===== src/rirq_pkg.sv =====
// rirq_pkg: register offsets, field positions, reset values and timing
// constants for the radio interrupt and calibration register bank.
// assumes: a 10-bit register address space with 8-bit registers.
package rirq_pkg;

  localparam int ADDR_W = 10;
  localparam int DATA_W = 8;

  // register offsets
  localparam logic [9:0] OFS_AUX_CLK_DIV = 10'h32e;
  localparam logic [9:0] OFS_GAIN_RATE_DIV = 10'h32f;
  localparam logic [9:0] OFS_IRQ_RADIO = 10'h336;
  localparam logic [9:0] OFS_IRQ_SYSTEM = 10'h337;
  localparam logic [9:0] OFS_CAL_ENABLE = 10'h338;
  localparam logic [9:0] OFS_CAL_STATE = 10'h339;
  localparam logic [9:0] OFS_IF_WORD_READ = 10'h345;
  localparam logic [9:0] OFS_IF_WORD_FORCE = 10'h346;
  localparam logic [9:0] OFS_RC_TRIM_HIGH = 10'h34f;

  // reset values
  localparam logic [3:0] RST_AUX_CLK_DIV = 4'h4;
  localparam logic [7:0] RST_GAIN_RATE_DIV = 8'h28;
  localparam logic [7:0] RST_ZERO = 8'h00;

  // first interrupt source register bits
  localparam int B_WAKE_COUNT = 7;
  localparam int B_LISTEN_SIG = 6;
  localparam int B_CRYPT_DONE = 5;
  localparam int B_TX_END = 4;
  localparam int B_ADDR_MATCH = 3;
  localparam int B_CRC_GOOD = 2;
  localparam int B_SYNC_SEEN = 1;
  localparam int B_PREAMBLE_SEEN = 0;

  // second interrupt source register bits
  localparam int B_SUPPLY_LOW = 7;
  localparam int B_CMD_ACCEPT = 6;
  localparam int B_WAKE_EXPIRED = 4;
  localparam int B_PORT_READY = 1;
  localparam int B_CMD_DONE = 0;
  localparam logic [7:0] SYS_USED_MASK = 8'hd3;

  // calibration enable and state bits
  localparam int B_PLL_CAL = 1;
  localparam int B_IF_CAL = 0;
  localparam int B_PA_RAMP = 2;

  // forced filter word field
  localparam int FORCE_EN_BIT = 0;
  localparam int FORCE_WORD_LSB = 1;
  localparam int FORCE_WORD_MSB = 6;
  localparam int CAL_WORD_W = 6;

  // gain loop reference prescale: reference ticks per divisor step
  localparam int REF_MHZ = 26;
  localparam logic [3:0] GAIN_PRESCALE_LAST = 4'(16 - 1);

endpackage : rirq_pkg


===== src/rirq_regs.sv =====
// rirq_regs: register bank holding the auxiliary clock divider, the gain
// loop rate divider, two sticky interrupt source registers and the filter
// and synthesizer calibration controls and results.
// assumes: the control port delivers one-cycle read and write strobes
// synchronous to CLK_I; event inputs are one-cycle pulses; REF_TICK_I is
// a one-cycle strobe at the 26 MHz reference rate.
`timescale 1ns/1ps

// Function
// - aux clock pin outputs crystal over divisor
// - divisor zero stops driving aux clock
// - in fsk mode, gain tick every sixteen times divisor refs
// - flag when wake counter reaches limit
// - flag when listen signal exceeds threshold
// - flag on crypto done, module loaded
// - packet mode tx end flag
// - packet mode address match flag
// - flag on qualified sync word
// - flag on qualified preamble
// - flag when supply drops below threshold
// - flag when processor accepts command
// - flag when wake timer expires
// - flags for port ready, command done
// - enable bit drives pll calibration
// - enable bit drives filter calibration
// - pll calibration done status read
// - filter done status, gated by enable
// - read-only calibrated filter word
// - force bit selects written filter word
// - read-only rc trim high byte
module rirq_regs #(
  parameter int AUX_DIV_W = 4,
  parameter int GAIN_DIV_W = 8
) (
  input wire logic CLK_I,
  input wire logic RST_N_I,
  // register port
  input wire logic [rirq_pkg::ADDR_W-1:0] REG_ADDR_I,
  input wire logic REG_WR_I,
  input wire logic [rirq_pkg::DATA_W-1:0] REG_WDATA_I,
  input wire logic REG_RD_I,
  output logic [rirq_pkg::DATA_W-1:0] REG_RDATA_O,
  output logic REG_RVALID_O,
  // auxiliary clock pin
  output logic AUX_CLOCK_PIN_O,
  output logic AUX_CLOCK_PIN_OE_O,
  // gain loop
  input wire logic REF_TICK_I,
  input wire logic FSK_MODE_I,
  output logic GAIN_LOOP_TICK_O,
  // radio events
  input wire logic PACKET_MODE_I,
  input wire logic [15:0] WAKE_COUNTER_I,
  input wire logic [15:0] WAKE_COUNT_LIMIT_I,
  input wire logic LOW_POWER_LISTEN_I,
  input wire logic LISTEN_RSSI_VALID_I,
  input wire logic [7:0] LISTEN_RSSI_I,
  input wire logic [7:0] LISTEN_SIGNAL_THRESHOLD_I,
  input wire logic CRYPT_LOADED_I,
  input wire logic CRYPT_DONE_I,
  input wire logic TX_END_I,
  input wire logic ADDR_MATCH_I,
  input wire logic CRC_GOOD_I,
  input wire logic SYNC_SEEN_I,
  input wire logic PREAMBLE_SEEN_I,
  // system events
  input wire logic SUPPLY_LOW_I,
  input wire logic CMD_ACCEPT_I,
  input wire logic WAKE_TIMER_EXPIRED_I,
  input wire logic PORT_READY_I,
  input wire logic CMD_DONE_I,
  // calibration
  output logic PLL_CAL_ENABLE_O,
  output logic IF_FILTER_CAL_ENABLE_O,
  input wire logic PLL_CAL_DONE_I,
  input wire logic IF_FILTER_CAL_DONE_I,
  input wire logic PA_RAMP_DONE_I,
  input wire logic [5:0] IF_FILTER_CAL_WORD_I,
  output logic [5:0] IF_FILTER_WORD_O,
  input wire logic [15:0] RC_OSC_TRIM_RESULT_I
);

  localparam int CW = rirq_pkg::CAL_WORD_W;

  // register storage
  logic [AUX_DIV_W-1:0] aux_div_q;
  logic [GAIN_DIV_W-1:0] gain_div_q;
  logic [7:0] irq_radio_q;
  logic [7:0] irq_system_q;
  logic pll_cal_en_q;
  logic if_cal_en_q;
  logic force_en_q;
  logic [CW-1:0] force_word_q;
  logic [CW-1:0] cal_word_q;
  logic [7:0] rc_trim_high_q;

  // event edge history
  logic wake_hit_q;
  logic listen_hit_q;
  logic supply_low_q;
  logic if_done_q;

  // decoded write strobes
  logic wr_aux;
  logic wr_gain;
  logic wr_radio;
  logic wr_system;
  logic wr_cal;
  logic wr_force;

  assign wr_aux = REG_WR_I && (REG_ADDR_I == rirq_pkg::OFS_AUX_CLK_DIV);
  assign wr_gain = REG_WR_I && (REG_ADDR_I == rirq_pkg::OFS_GAIN_RATE_DIV);
  assign wr_radio = REG_WR_I && (REG_ADDR_I == rirq_pkg::OFS_IRQ_RADIO);
  assign wr_system = REG_WR_I && (REG_ADDR_I == rirq_pkg::OFS_IRQ_SYSTEM);
  assign wr_cal = REG_WR_I && (REG_ADDR_I == rirq_pkg::OFS_CAL_ENABLE);
  assign wr_force = REG_WR_I && (REG_ADDR_I == rirq_pkg::OFS_IF_WORD_FORCE);

  // divider registers
  always_ff @(posedge CLK_I or negedge RST_N_I) begin
    if (!RST_N_I) begin
      aux_div_q <= AUX_DIV_W'(rirq_pkg::RST_AUX_CLK_DIV);
      gain_div_q <= GAIN_DIV_W'(rirq_pkg::RST_GAIN_RATE_DIV);
    end else begin
      if (wr_aux) begin
        aux_div_q <= REG_WDATA_I[AUX_DIV_W-1:0];
      end
      if (wr_gain) begin
        gain_div_q <= REG_WDATA_I[GAIN_DIV_W-1:0];
      end
    end
  end

  // auxiliary clock: count 0..div-1, high for the first half
  logic [AUX_DIV_W-1:0] aux_cnt_q;
  logic [AUX_DIV_W-1:0] aux_half;
  logic [AUX_DIV_W:0] aux_sum;
  assign aux_sum = {1'b0, aux_div_q} + {{AUX_DIV_W{1'b0}}, 1'b1};
  assign aux_half = aux_sum[AUX_DIV_W:1];

  always_ff @(posedge CLK_I or negedge RST_N_I) begin
    if (!RST_N_I) begin
      aux_cnt_q <= '0;
      AUX_CLOCK_PIN_O <= 1'b0;
      AUX_CLOCK_PIN_OE_O <= 1'b0;
    end else begin
      AUX_CLOCK_PIN_OE_O <= (aux_div_q != '0);
      if (aux_div_q == '0) begin
        aux_cnt_q <= '0;
        AUX_CLOCK_PIN_O <= 1'b0;
      end else begin
        if (aux_cnt_q >= aux_div_q - AUX_DIV_W'(1)) begin
          aux_cnt_q <= '0;
        end else begin
          aux_cnt_q <= aux_cnt_q + AUX_DIV_W'(1);
        end
        AUX_CLOCK_PIN_O <= (aux_cnt_q < aux_half);
      end
    end
  end

  // gain loop tick: sixteen reference ticks per divisor step
  logic [3:0] pre_cnt_q;
  logic [GAIN_DIV_W-1:0] gain_cnt_q;
  always_ff @(posedge CLK_I or negedge RST_N_I) begin
    if (!RST_N_I) begin
      pre_cnt_q <= '0;
      gain_cnt_q <= '0;
      GAIN_LOOP_TICK_O <= 1'b0;
    end else begin
      GAIN_LOOP_TICK_O <= 1'b0;
      if (!FSK_MODE_I || gain_div_q == '0) begin
        pre_cnt_q <= '0; // idle outside frequency-shift modes
        gain_cnt_q <= '0;
      end else if (REF_TICK_I) begin
        if (pre_cnt_q == rirq_pkg::GAIN_PRESCALE_LAST) begin
          pre_cnt_q <= '0;
          if (gain_cnt_q >= gain_div_q - GAIN_DIV_W'(1)) begin
            gain_cnt_q <= '0;
            GAIN_LOOP_TICK_O <= 1'b1;
          end else begin
            gain_cnt_q <= gain_cnt_q + GAIN_DIV_W'(1);
          end
        end else begin
          pre_cnt_q <= pre_cnt_q + 4'h1;
        end
      end
    end
  end

  // level-to-event conversion for conditions that persist
  logic wake_hit;
  logic listen_hit;
  assign wake_hit = (WAKE_COUNTER_I == WAKE_COUNT_LIMIT_I);
  assign listen_hit = LOW_POWER_LISTEN_I && LISTEN_RSSI_VALID_I &&
                      (LISTEN_RSSI_I > LISTEN_SIGNAL_THRESHOLD_I);

  always_ff @(posedge CLK_I or negedge RST_N_I) begin
    if (!RST_N_I) begin
      wake_hit_q <= 1'b0;
      listen_hit_q <= 1'b0;
      supply_low_q <= 1'b0;
      if_done_q <= 1'b0;
    end else begin
      wake_hit_q <= wake_hit;
      listen_hit_q <= listen_hit;
      supply_low_q <= SUPPLY_LOW_I;
      if_done_q <= IF_FILTER_CAL_DONE_I && if_cal_en_q;
    end
  end

  // radio event set vector
  logic [7:0] radio_set;
  always_comb begin
    radio_set = '0;
    radio_set[rirq_pkg::B_WAKE_COUNT] = wake_hit && !wake_hit_q;
    radio_set[rirq_pkg::B_LISTEN_SIG] = listen_hit && !listen_hit_q;
    radio_set[rirq_pkg::B_CRYPT_DONE] = CRYPT_DONE_I && CRYPT_LOADED_I;
    radio_set[rirq_pkg::B_TX_END] = TX_END_I && PACKET_MODE_I;
    radio_set[rirq_pkg::B_ADDR_MATCH] = ADDR_MATCH_I && PACKET_MODE_I;
    radio_set[rirq_pkg::B_CRC_GOOD] = CRC_GOOD_I && PACKET_MODE_I;
    radio_set[rirq_pkg::B_SYNC_SEEN] = SYNC_SEEN_I;
    radio_set[rirq_pkg::B_PREAMBLE_SEEN] = PREAMBLE_SEEN_I;
  end

  // system event set vector
  logic [7:0] system_set;
  always_comb begin
    system_set = '0;
    system_set[rirq_pkg::B_SUPPLY_LOW] = SUPPLY_LOW_I && !supply_low_q;
    system_set[rirq_pkg::B_CMD_ACCEPT] = CMD_ACCEPT_I;
    system_set[rirq_pkg::B_WAKE_EXPIRED] = WAKE_TIMER_EXPIRED_I;
    system_set[rirq_pkg::B_PORT_READY] = PORT_READY_I;
    system_set[rirq_pkg::B_CMD_DONE] = CMD_DONE_I;
  end

  // sticky flags: writing one clears, a same-cycle event wins
  always_ff @(posedge CLK_I or negedge RST_N_I) begin
    if (!RST_N_I) begin
      irq_radio_q <= rirq_pkg::RST_ZERO;
    end else begin
      irq_radio_q <= (irq_radio_q & ~(wr_radio ? REG_WDATA_I : 8'h00))
                     | radio_set;
    end
  end

  // unused bits of the system register never set
  always_ff @(posedge CLK_I or negedge RST_N_I) begin
    if (!RST_N_I) begin
      irq_system_q <= rirq_pkg::RST_ZERO;
    end else begin
      irq_system_q <= ((irq_system_q & ~(wr_system ? REG_WDATA_I : 8'h00))
                       | system_set) & rirq_pkg::SYS_USED_MASK;
    end
  end

  // calibration enables
  always_ff @(posedge CLK_I or negedge RST_N_I) begin
    if (!RST_N_I) begin
      pll_cal_en_q <= 1'b0;
      if_cal_en_q <= 1'b0;
    end else if (wr_cal) begin
      pll_cal_en_q <= REG_WDATA_I[rirq_pkg::B_PLL_CAL];
      if_cal_en_q <= REG_WDATA_I[rirq_pkg::B_IF_CAL];
    end
  end

  assign PLL_CAL_ENABLE_O = pll_cal_en_q;
  assign IF_FILTER_CAL_ENABLE_O = if_cal_en_q;

  // forced filter word register
  always_ff @(posedge CLK_I or negedge RST_N_I) begin
    if (!RST_N_I) begin
      force_en_q <= 1'b0;
      force_word_q <= '0;
    end else if (wr_force) begin
      force_en_q <= REG_WDATA_I[rirq_pkg::FORCE_EN_BIT];
      force_word_q <=
        REG_WDATA_I[rirq_pkg::FORCE_WORD_MSB:rirq_pkg::FORCE_WORD_LSB];
    end
  end

  // capture calibrated word when a filter calibration completes
  always_ff @(posedge CLK_I or negedge RST_N_I) begin
    if (!RST_N_I) begin
      cal_word_q <= '0;
    end else if (IF_FILTER_CAL_DONE_I && if_cal_en_q && !if_done_q) begin
      cal_word_q <= IF_FILTER_CAL_WORD_I;
    end
  end

  // word applied to the filter oscillator
  always_ff @(posedge CLK_I or negedge RST_N_I) begin
    if (!RST_N_I) begin
      IF_FILTER_WORD_O <= '0;
    end else begin
      IF_FILTER_WORD_O <= force_en_q ? force_word_q : cal_word_q;
    end
  end

  // rc oscillator trim high byte
  always_ff @(posedge CLK_I or negedge RST_N_I) begin
    if (!RST_N_I) begin
      rc_trim_high_q <= rirq_pkg::RST_ZERO;
    end else begin
      rc_trim_high_q <= RC_OSC_TRIM_RESULT_I[15:8];
    end
  end

  // read multiplexer
  logic [7:0] rd_mux;
  always_comb begin
    rd_mux = 8'h00;
    case (REG_ADDR_I)
      rirq_pkg::OFS_AUX_CLK_DIV: rd_mux = 8'(aux_div_q);
      rirq_pkg::OFS_GAIN_RATE_DIV: rd_mux = 8'(gain_div_q);
      rirq_pkg::OFS_IRQ_RADIO: rd_mux = irq_radio_q;
      rirq_pkg::OFS_IRQ_SYSTEM: rd_mux = irq_system_q;
      rirq_pkg::OFS_CAL_ENABLE: begin
        rd_mux[rirq_pkg::B_PLL_CAL] = pll_cal_en_q;
        rd_mux[rirq_pkg::B_IF_CAL] = if_cal_en_q;
      end
      rirq_pkg::OFS_CAL_STATE: begin
        rd_mux[rirq_pkg::B_PA_RAMP] = PA_RAMP_DONE_I;
        rd_mux[rirq_pkg::B_PLL_CAL] = PLL_CAL_DONE_I;
        rd_mux[rirq_pkg::B_IF_CAL] = IF_FILTER_CAL_DONE_I && if_cal_en_q;
      end
      rirq_pkg::OFS_IF_WORD_READ: rd_mux = 8'(cal_word_q);
      rirq_pkg::OFS_IF_WORD_FORCE: begin
        rd_mux[rirq_pkg::FORCE_WORD_MSB:rirq_pkg::FORCE_WORD_LSB] =
          force_word_q;
        rd_mux[rirq_pkg::FORCE_EN_BIT] = force_en_q;
      end
      rirq_pkg::OFS_RC_TRIM_HIGH: rd_mux = rc_trim_high_q;
      default: rd_mux = 8'h00;
    endcase
  end

  // registered read answer, one cycle after the strobe
  always_ff @(posedge CLK_I or negedge RST_N_I) begin
    if (!RST_N_I) begin
      REG_RDATA_O <= '0;
      REG_RVALID_O <= 1'b0;
    end else begin
      REG_RVALID_O <= REG_RD_I;
      if (REG_RD_I) begin
        REG_RDATA_O <= rd_mux;
      end
    end
  end

endmodule : rirq_regs


===== config.mk =====
export PLATFORM = sky130hd
export DESIGN_NAME = rirq_regs
export DESIGN_NICKNAME = d
export VERILOG_FILES = /design/src/rirq_pkg.sv /design/src/rirq_regs.sv
export SDC_FILE = /design/constraint.sdc
export NUM_CORES = 1
export LEC_CHECK = 0
export BUFFER_PORTS_ARGS = -buffer_cell sky130_fd_sc_hd__buf_2
export CORE_AREA = 5 5 147 79
export CTS_CLUSTER_SIZE = 28
export DETAILED_ROUTE_END_ITERATION = 6
export DIE_AREA = 0 0 152 84
export PLACE_DENSITY = 0.83
export SLEW_MARGIN = 30
export SYNTH_ARGS = -nofsm -noshare
export SYNTH_HDL_FRONTEND = slang
export SYNTH_SLANG_ARGS = --single-unit

===== constraint.sdc =====
create_clock -name CLK_I -period 2.6 [get_ports CLK_I]
set_clock_uncertainty 0.15 [all_clocks]
set_input_delay 0.26 -clock CLK_I [delete_from_list [all_inputs] [get_ports CLK_I]]
set_output_delay 0.26 -clock CLK_I [all_outputs]
set_load 0.02 [all_outputs]

### Word-level counts from Yosys, hierarchy flattened

Index checks and enable logic that the tools add are counted.

| word-level totals | value |
|---|---|
| bits in registers | 86 |
| bits of input ports | 112 |
| output and inout port bits | 20 |
| logic and storage cells | 100 |

| operators by class | value |
|---|---|
| add/sub/neg operators | 6 |
| $lt $le $gt $ge | 4 |
| equal/unequal tests | 11 |
| mux-type cells | 21 |
| bitwise logic cells | 6 |
| reduce and logical (&&, ||, !) cells | 29 |

Operators with widths:

| operator | count |
|---|---|
| equality test 10 bit (second input constant) | 9 |
| two-way mux 8 bit | 6 |
| one-hot mux 4 bit (7 select lines) | 1 |
| two-way mux 4 bit | 5 |
| one-hot mux 2 bit (9 select lines) | 1 |
| logical AND 1 bit | 17 |
| AND 8 bit | 2 |
| equality test 16 bit | 1 |
| inverter 8 bit | 2 |
| OR 8 bit | 2 |
| adder 4 x 1 -> 4 bit (second input constant) | 2 |
| adder 8 x 1 -> 8 bit (second input constant) | 1 |
| >= comparator 8 bit | 1 |
| > comparator 8 bit | 1 |
| logical NOT 8 bit | 1 |
| subtractor 8 x 1 -> 8 bit (second input constant) | 1 |
| one-hot mux 1 bit (7 select lines) | 1 |
| two-way mux 6 bit | 1 |
| adder 4 x 1 -> 5 bit (second input constant) | 1 |
| logical NOT 1 bit | 5 |
| two-way mux 1 bit | 5 |
| equality test 4 bit (second input constant) | 1 |
| >= comparator 4 bit | 1 |
| logical NOT 4 bit | 1 |
| 7 further kinds | 8 |

### Depth between registers and ports, before layout

| depth | value |
|---|---|
| depth after elaboration | 6 |
| gate-level depth with buffers | 10 |
| mapped depth without buffers | 10 |

### Worst setup path after synthesis

OpenSTA, ideal clock, no wires.

| path | value |
|---|---|
| path kind | reg-to-reg |
| from | register gain_div_q[4] |
| to | register gain_cnt_q[2] |
| setup time | 0.080 ns |
| data arrival time | 2.509 ns |
| data required time | 2.370 ns |
| slack | -0.139 ns |
| stages on the path, launching flop included | 9 |
| path buffers | 0 |
| period minus slack after synthesis | 2.739 ns |
| cells stage by stage | dfrtp_1 -> or4_4 -> nor4_1 -> xnor2_1 -> ha_1 -> o2111a_1 -> a221oi_1 -> o211ai_1 -> a21oi_1 |

| on the way | value |
|---|---|
| word-level cells in the longest chain between the ends | 6 |

Ends and longest elaborated chain:

| element | RTL line | RTL |
|---|---|---|
| start, declared | rirq_regs.sv:87 | `logic [GAIN_DIV_W-1:0] gain_div_q;` |
| start signal, assigned | rirq_regs.sv:122 | `gain_div_q <= GAIN_DIV_W'(rirq_pkg::RST_GAIN_RATE_DIV);` |
| start signal, assigned | rirq_regs.sv:128 | `gain_div_q <= REG_WDATA_I[GAIN_DIV_W-1:0];` |
| subtractor 8 x 1 -> 8 bit | rirq_regs.sv:177 | `if (gain_cnt_q >= gain_div_q - GAIN_DIV_W'(1)) begin` |
| >= comparator 8 bit | rirq_regs.sv:177 |  |
| two-way mux 8 bit | rirq_regs.sv:177 |  |
| two-way mux 8 bit | rirq_regs.sv:175 | `if (pre_cnt_q == rirq_pkg::GAIN_PRESCALE_LAST) begin` |
| two-way mux 8 bit | rirq_regs.sv:174 | `end else if (REF_TICK_I) begin` |
| two-way mux 8 bit | rirq_regs.sv:171 | `if (!FSK_MODE_I \|\| gain_div_q == '0) begin` |
| end signal, assigned | rirq_regs.sv:181 | `gain_cnt_q <= gain_cnt_q + GAIN_DIV_W'(1);` |
| end, declared | rirq_regs.sv:163 | `logic [GAIN_DIV_W-1:0] gain_cnt_q;` |

Several ways; a longest one is shown, not always the timed one. The select of a mux whose other input is x is not followed.
A chain may end at the register's enable or synchronous reset.

### Worst setup path in the final report

| path | value |
|---|---|
| from | register gain_div_q[2] |
| to | register gain_cnt_q[2] |

The elaborated chain is that of the path after synthesis.

==> flow_metrics.tcl <==
set metrics [dict create \
    status "finished, violations left" \
    violations "setup timing" \
    hold_viol_final 0 \
    slew_viol_final 0 \
    rsz0062_at_grt "true" \
    min_to "irq_radio_q[4]$_DFF_PN0_" \
    cts-buffers-inserted 9 \
    ant_nets 0 \
    wl_um 13000 \
    wl_per_cell_um 17.6 \
    fin_setup_tns_ps -453 \
    ys_ff_latch 86 \
    vias 4057 \
    grt_pass1_wl_um 21700 \
    timing.rr.end "gain_cnt_q[2]$_DFFE_PN0P_" \
    cts_tree "built" \
    power_density_mw_per_mm2 534 \
    critPathMaxFanout 8 \
    grt_use_total 0.211 \
    cts_max_level 3 \
    timing.final.crit_period_ps 2680 \
    end_kind "flop" \
    maxCapViolations 0 \
    area_growth_pct 32.3 \
    place.gp.congestion 0.897 \
    holdWs_ps 13.5 \
    io_buffer_count 123 \
    fin_area_mm2 0.00612 \
    layout_commonest_cell "buf_2" \
    wl_met3_um 1410 \
    syn_area_per_cell_um2 10.9 \
    crit_required_ps 2710 \
    syn_area_mm2 0.00463 \
    wl_met1_um 5710 \
    die_area_mm2 0.0128 \
    reg2reg_slack_ps -80 \
    worstHoldStart "TX_END_I" \
    wl_met2_um 5820 \
    leakagePower_nw 2.97 \
    total_power_mw 3.27 \
    start_util 0.445 \
    arrival_ps 2790 \
    ys_async_sr_fraction 1.00 \
    worstSkewPairLatency_ps 340 \
    place_area_mm2 0.00557 \
    max-slew-margin-rel 0.651 \
    r2r_start "gain_div_q[2]$_DFFE_PN0P_" \
    post-route-period-util 1.03 \
    drive_gt1_frac 0.340 \
    drt_iter0_markers 300 \
    holdPathStages 2 \
    cp-start-kind "flop" \
    nets 736 \
    synth-edff-count 0 \
    slowest_delay_ps 550 \
    grt_pass1_vias 4339 \
    die_width_um 152 \
    hold_path_class "in -> reg" \
    synth.distinct_cells 57 \
    utilization 0.589 \
    fmax_ghz 0.374 \
    worstMarginPinSlew_ps 518 \
    num_rows 27 \
    hpwl_um 10100 \
    clockBufferDepth 2 \
    path_clk_slew_ps 60 \
    viasPerCell 5.47 \
    place_worst_setup_slack_ps -44.4 \
    grt_antenna_before_repair 0 \
    ys_warn_count 0 \
    synthCells 423 \
    worst_r2r_path_depth 9 \
    setup_violations 8 \
    diodes 0 \
    cpMaxStageDelayCell "or4_4" \
    drc 0 \
    vdd_drop_max_mv 0.294 \
    worstPathCellList "or4_4, nor4_4, xnor2_1, ha_1, o2111a_1, a221oi_2, o211ai_1, buf_4, a21oi_1" \
    post_cts_buffers 0 \
    finalNonFillerCells 742 \
    fin_ws_ps -76.0 \
    cts.sinks 86 \
    syn_nets 566 \
    crit_type "reg -> reg" \
    grt_max_degree 39 \
    cts_root_buf "clkbuf_16" \
    yosysSeqAreaShare 0.466 \
    die_h_um 84 \
    gr-total-overflow 0 \
    dr.pass1.iters 4 \
    ios 132 \
    topRoutingLayerUsed "met4" \
    final_cell_mix "buf_2 (122), dfrtp_1 (82), nand2_1 (34)" \
    ys.flop_type "dfrtp_1" \
    place_inst 701 \
    core_area_mm2 0.0104 \
]
[synthesized netlist by cell type (all sizes together) (2+ instances only)]
| cell type | number | area (um^2) |
|---|---|---|
| dfrtp | 83 | 2080 |
| nand2 | 35 | 134 |
| mux2 | 32 | 360 |
| ha | 31 | 388 |
| xnor2 | 26 | 228 |
| inv | 24 | 90.1 |
| nor2 | 21 | 81.3 |
| a21oi | 14 | 73.8 |
| o21ai | 14 | 70.1 |
| nand4 | 12 | 75.1 |
| a21o | 9 | 67.6 |
| a22o | 9 | 78.8 |
| nand3 | 9 | 45.0 |
| xor2 | 9 | 78.8 |
| a22oi | 8 | 60.1 |
| clkbuf | 7 | 26.3 |
| and3 | 6 | 37.5 |
| mux2i | 6 | 60.1 |
| and2 | 5 | 31.3 |
| and4 | 4 | 35.0 |
| buf | 4 | 21.3 |
| nor2b | 4 | 25.0 |
| nor3 | 4 | 20.0 |
| a41oi | 3 | 26.3 |
| dfstp | 3 | 78.8 |
| nand2b | 3 | 18.8 |
| nor4b | 3 | 32.5 |
| o211ai | 3 | 36.3 |
| o221ai | 3 | 26.3 |
| o22a | 3 | 26.3 |
| o22ai | 3 | 18.8 |
| a211oi | 2 | 15.0 |
| a221oi | 2 | 17.5 |
| a32o | 2 | 20.0 |
| nor4 | 2 | 12.5 |
[kinds of logic (layout without fill, tap and decap cells)]
kind of cell | count (synthesis) | after routing | share of synthesized area
xor gates and xnor gates | 35 | 35 | 0.0662
DFF | 86 | 86 | 0.466
adders and majority gates | 31 | 31 | 0.0838
AOI/OAI and AO/OA | 84 | 84 | 0.133
and+or+nand+nor | 114 | 114 | 0.131
muxes | 38 | 38 | 0.0908
buffers and inverters | 35 | 209 | 0.0297
[power breakdown]
group / total [mW] / switching, mW / internal (mW)
Sequential: 1.47 / 0.0577 / 1.41
Combinational: 0.550 / 0.283 / 0.266
Clock: 1.25 / 0.481 / 0.766
Total: 3.27 / 0.822 / 2.45
[flip-flops by register name, indices dropped and copies added, names as in the netlist, 4 cells and up]
| name | count |
|---|---|
| gain_div_q | 8 |
| irq_system_q | 5 |
| aux_cnt_q | 4 |
| rc_trim_high_q | 8 |
| cal_word_q | 6 |
| irq_radio_q | 8 |
| gain_cnt_q | 8 |
| REG_RDATA_O | 8 |
| force_word_q | 6 |
| IF_FILTER_WORD_O | 6 |
| aux_div_q | 4 |
| pre_cnt_q | 4 |
[worst max-delay path, delay by kind of cell (launching register included)]
family | cells | cell delay [ps]
buffers and inverters | 1 | 190
AND/OR/NAND/NOR | 2 | 710
AO/OA/AOI/OAI | 4 | 710
adder cells (fa/ha/maj) | 1 | 290
flip-flops | 1 | 380
XOR/XNOR | 1 | 170
[worst max-delay path by stage]
stage / startpoint / endpoint / slack [ps] / depth (start not counted)
after floorplan: gain_div_q[2]$_DFFE_PN0P_ / gain_cnt_q[0]$_DFFE_PN0P_ / 8 / 8
after global placement: gain_div_q[5]$_DFFE_PN1P_ / gain_cnt_q[1]$_DFFE_PN0P_ / 90 / 9
after detailed placement: gain_div_q[5]$_DFFE_PN1P_ / gain_cnt_q[1]$_DFFE_PN0P_ / -40 / 9
after CTS: gain_div_q[2]$_DFFE_PN0P_ / gain_cnt_q[2]$_DFFE_PN0P_ / -60 / 9
after global routing: gain_div_q[2]$_DFFE_PN0P_ / gain_cnt_q[0]$_DFFE_PN0P_ / -240 / 9
final: gain_div_q[2]$_DFFE_PN0P_ / gain_cnt_q[2]$_DFFE_PN0P_ / -80 / 9
[layout make-up]
type | instances | area [um^2]
clock inverters | 1 | 30.0
multi-input cells | 302 | 2360
repair buffers | 170 | 1050
flip-flops and latches | 86 | 2160
inverters | 24 | 90.1
fillers | 877 | 4280
well taps | 145 | 181
clock buffers | 14 | 254
[timing repair]
action,in CTS,in global routing
gates cloned,0,0
endpoints found under the hold margin,56,1
setup endpoints to repair,8,9
pin swaps,2,3
gates resized for setup,1,1
hold buffers,25,1
[routing by layer]
layer	global-route usage	vias up
li1	-	1877
met1	0.287	1938
met2	0.333	229
met3	0.0699	13
met4	0.0367	0
met5	0	-
Note: power is estimated with default switching activity, not from simulation.
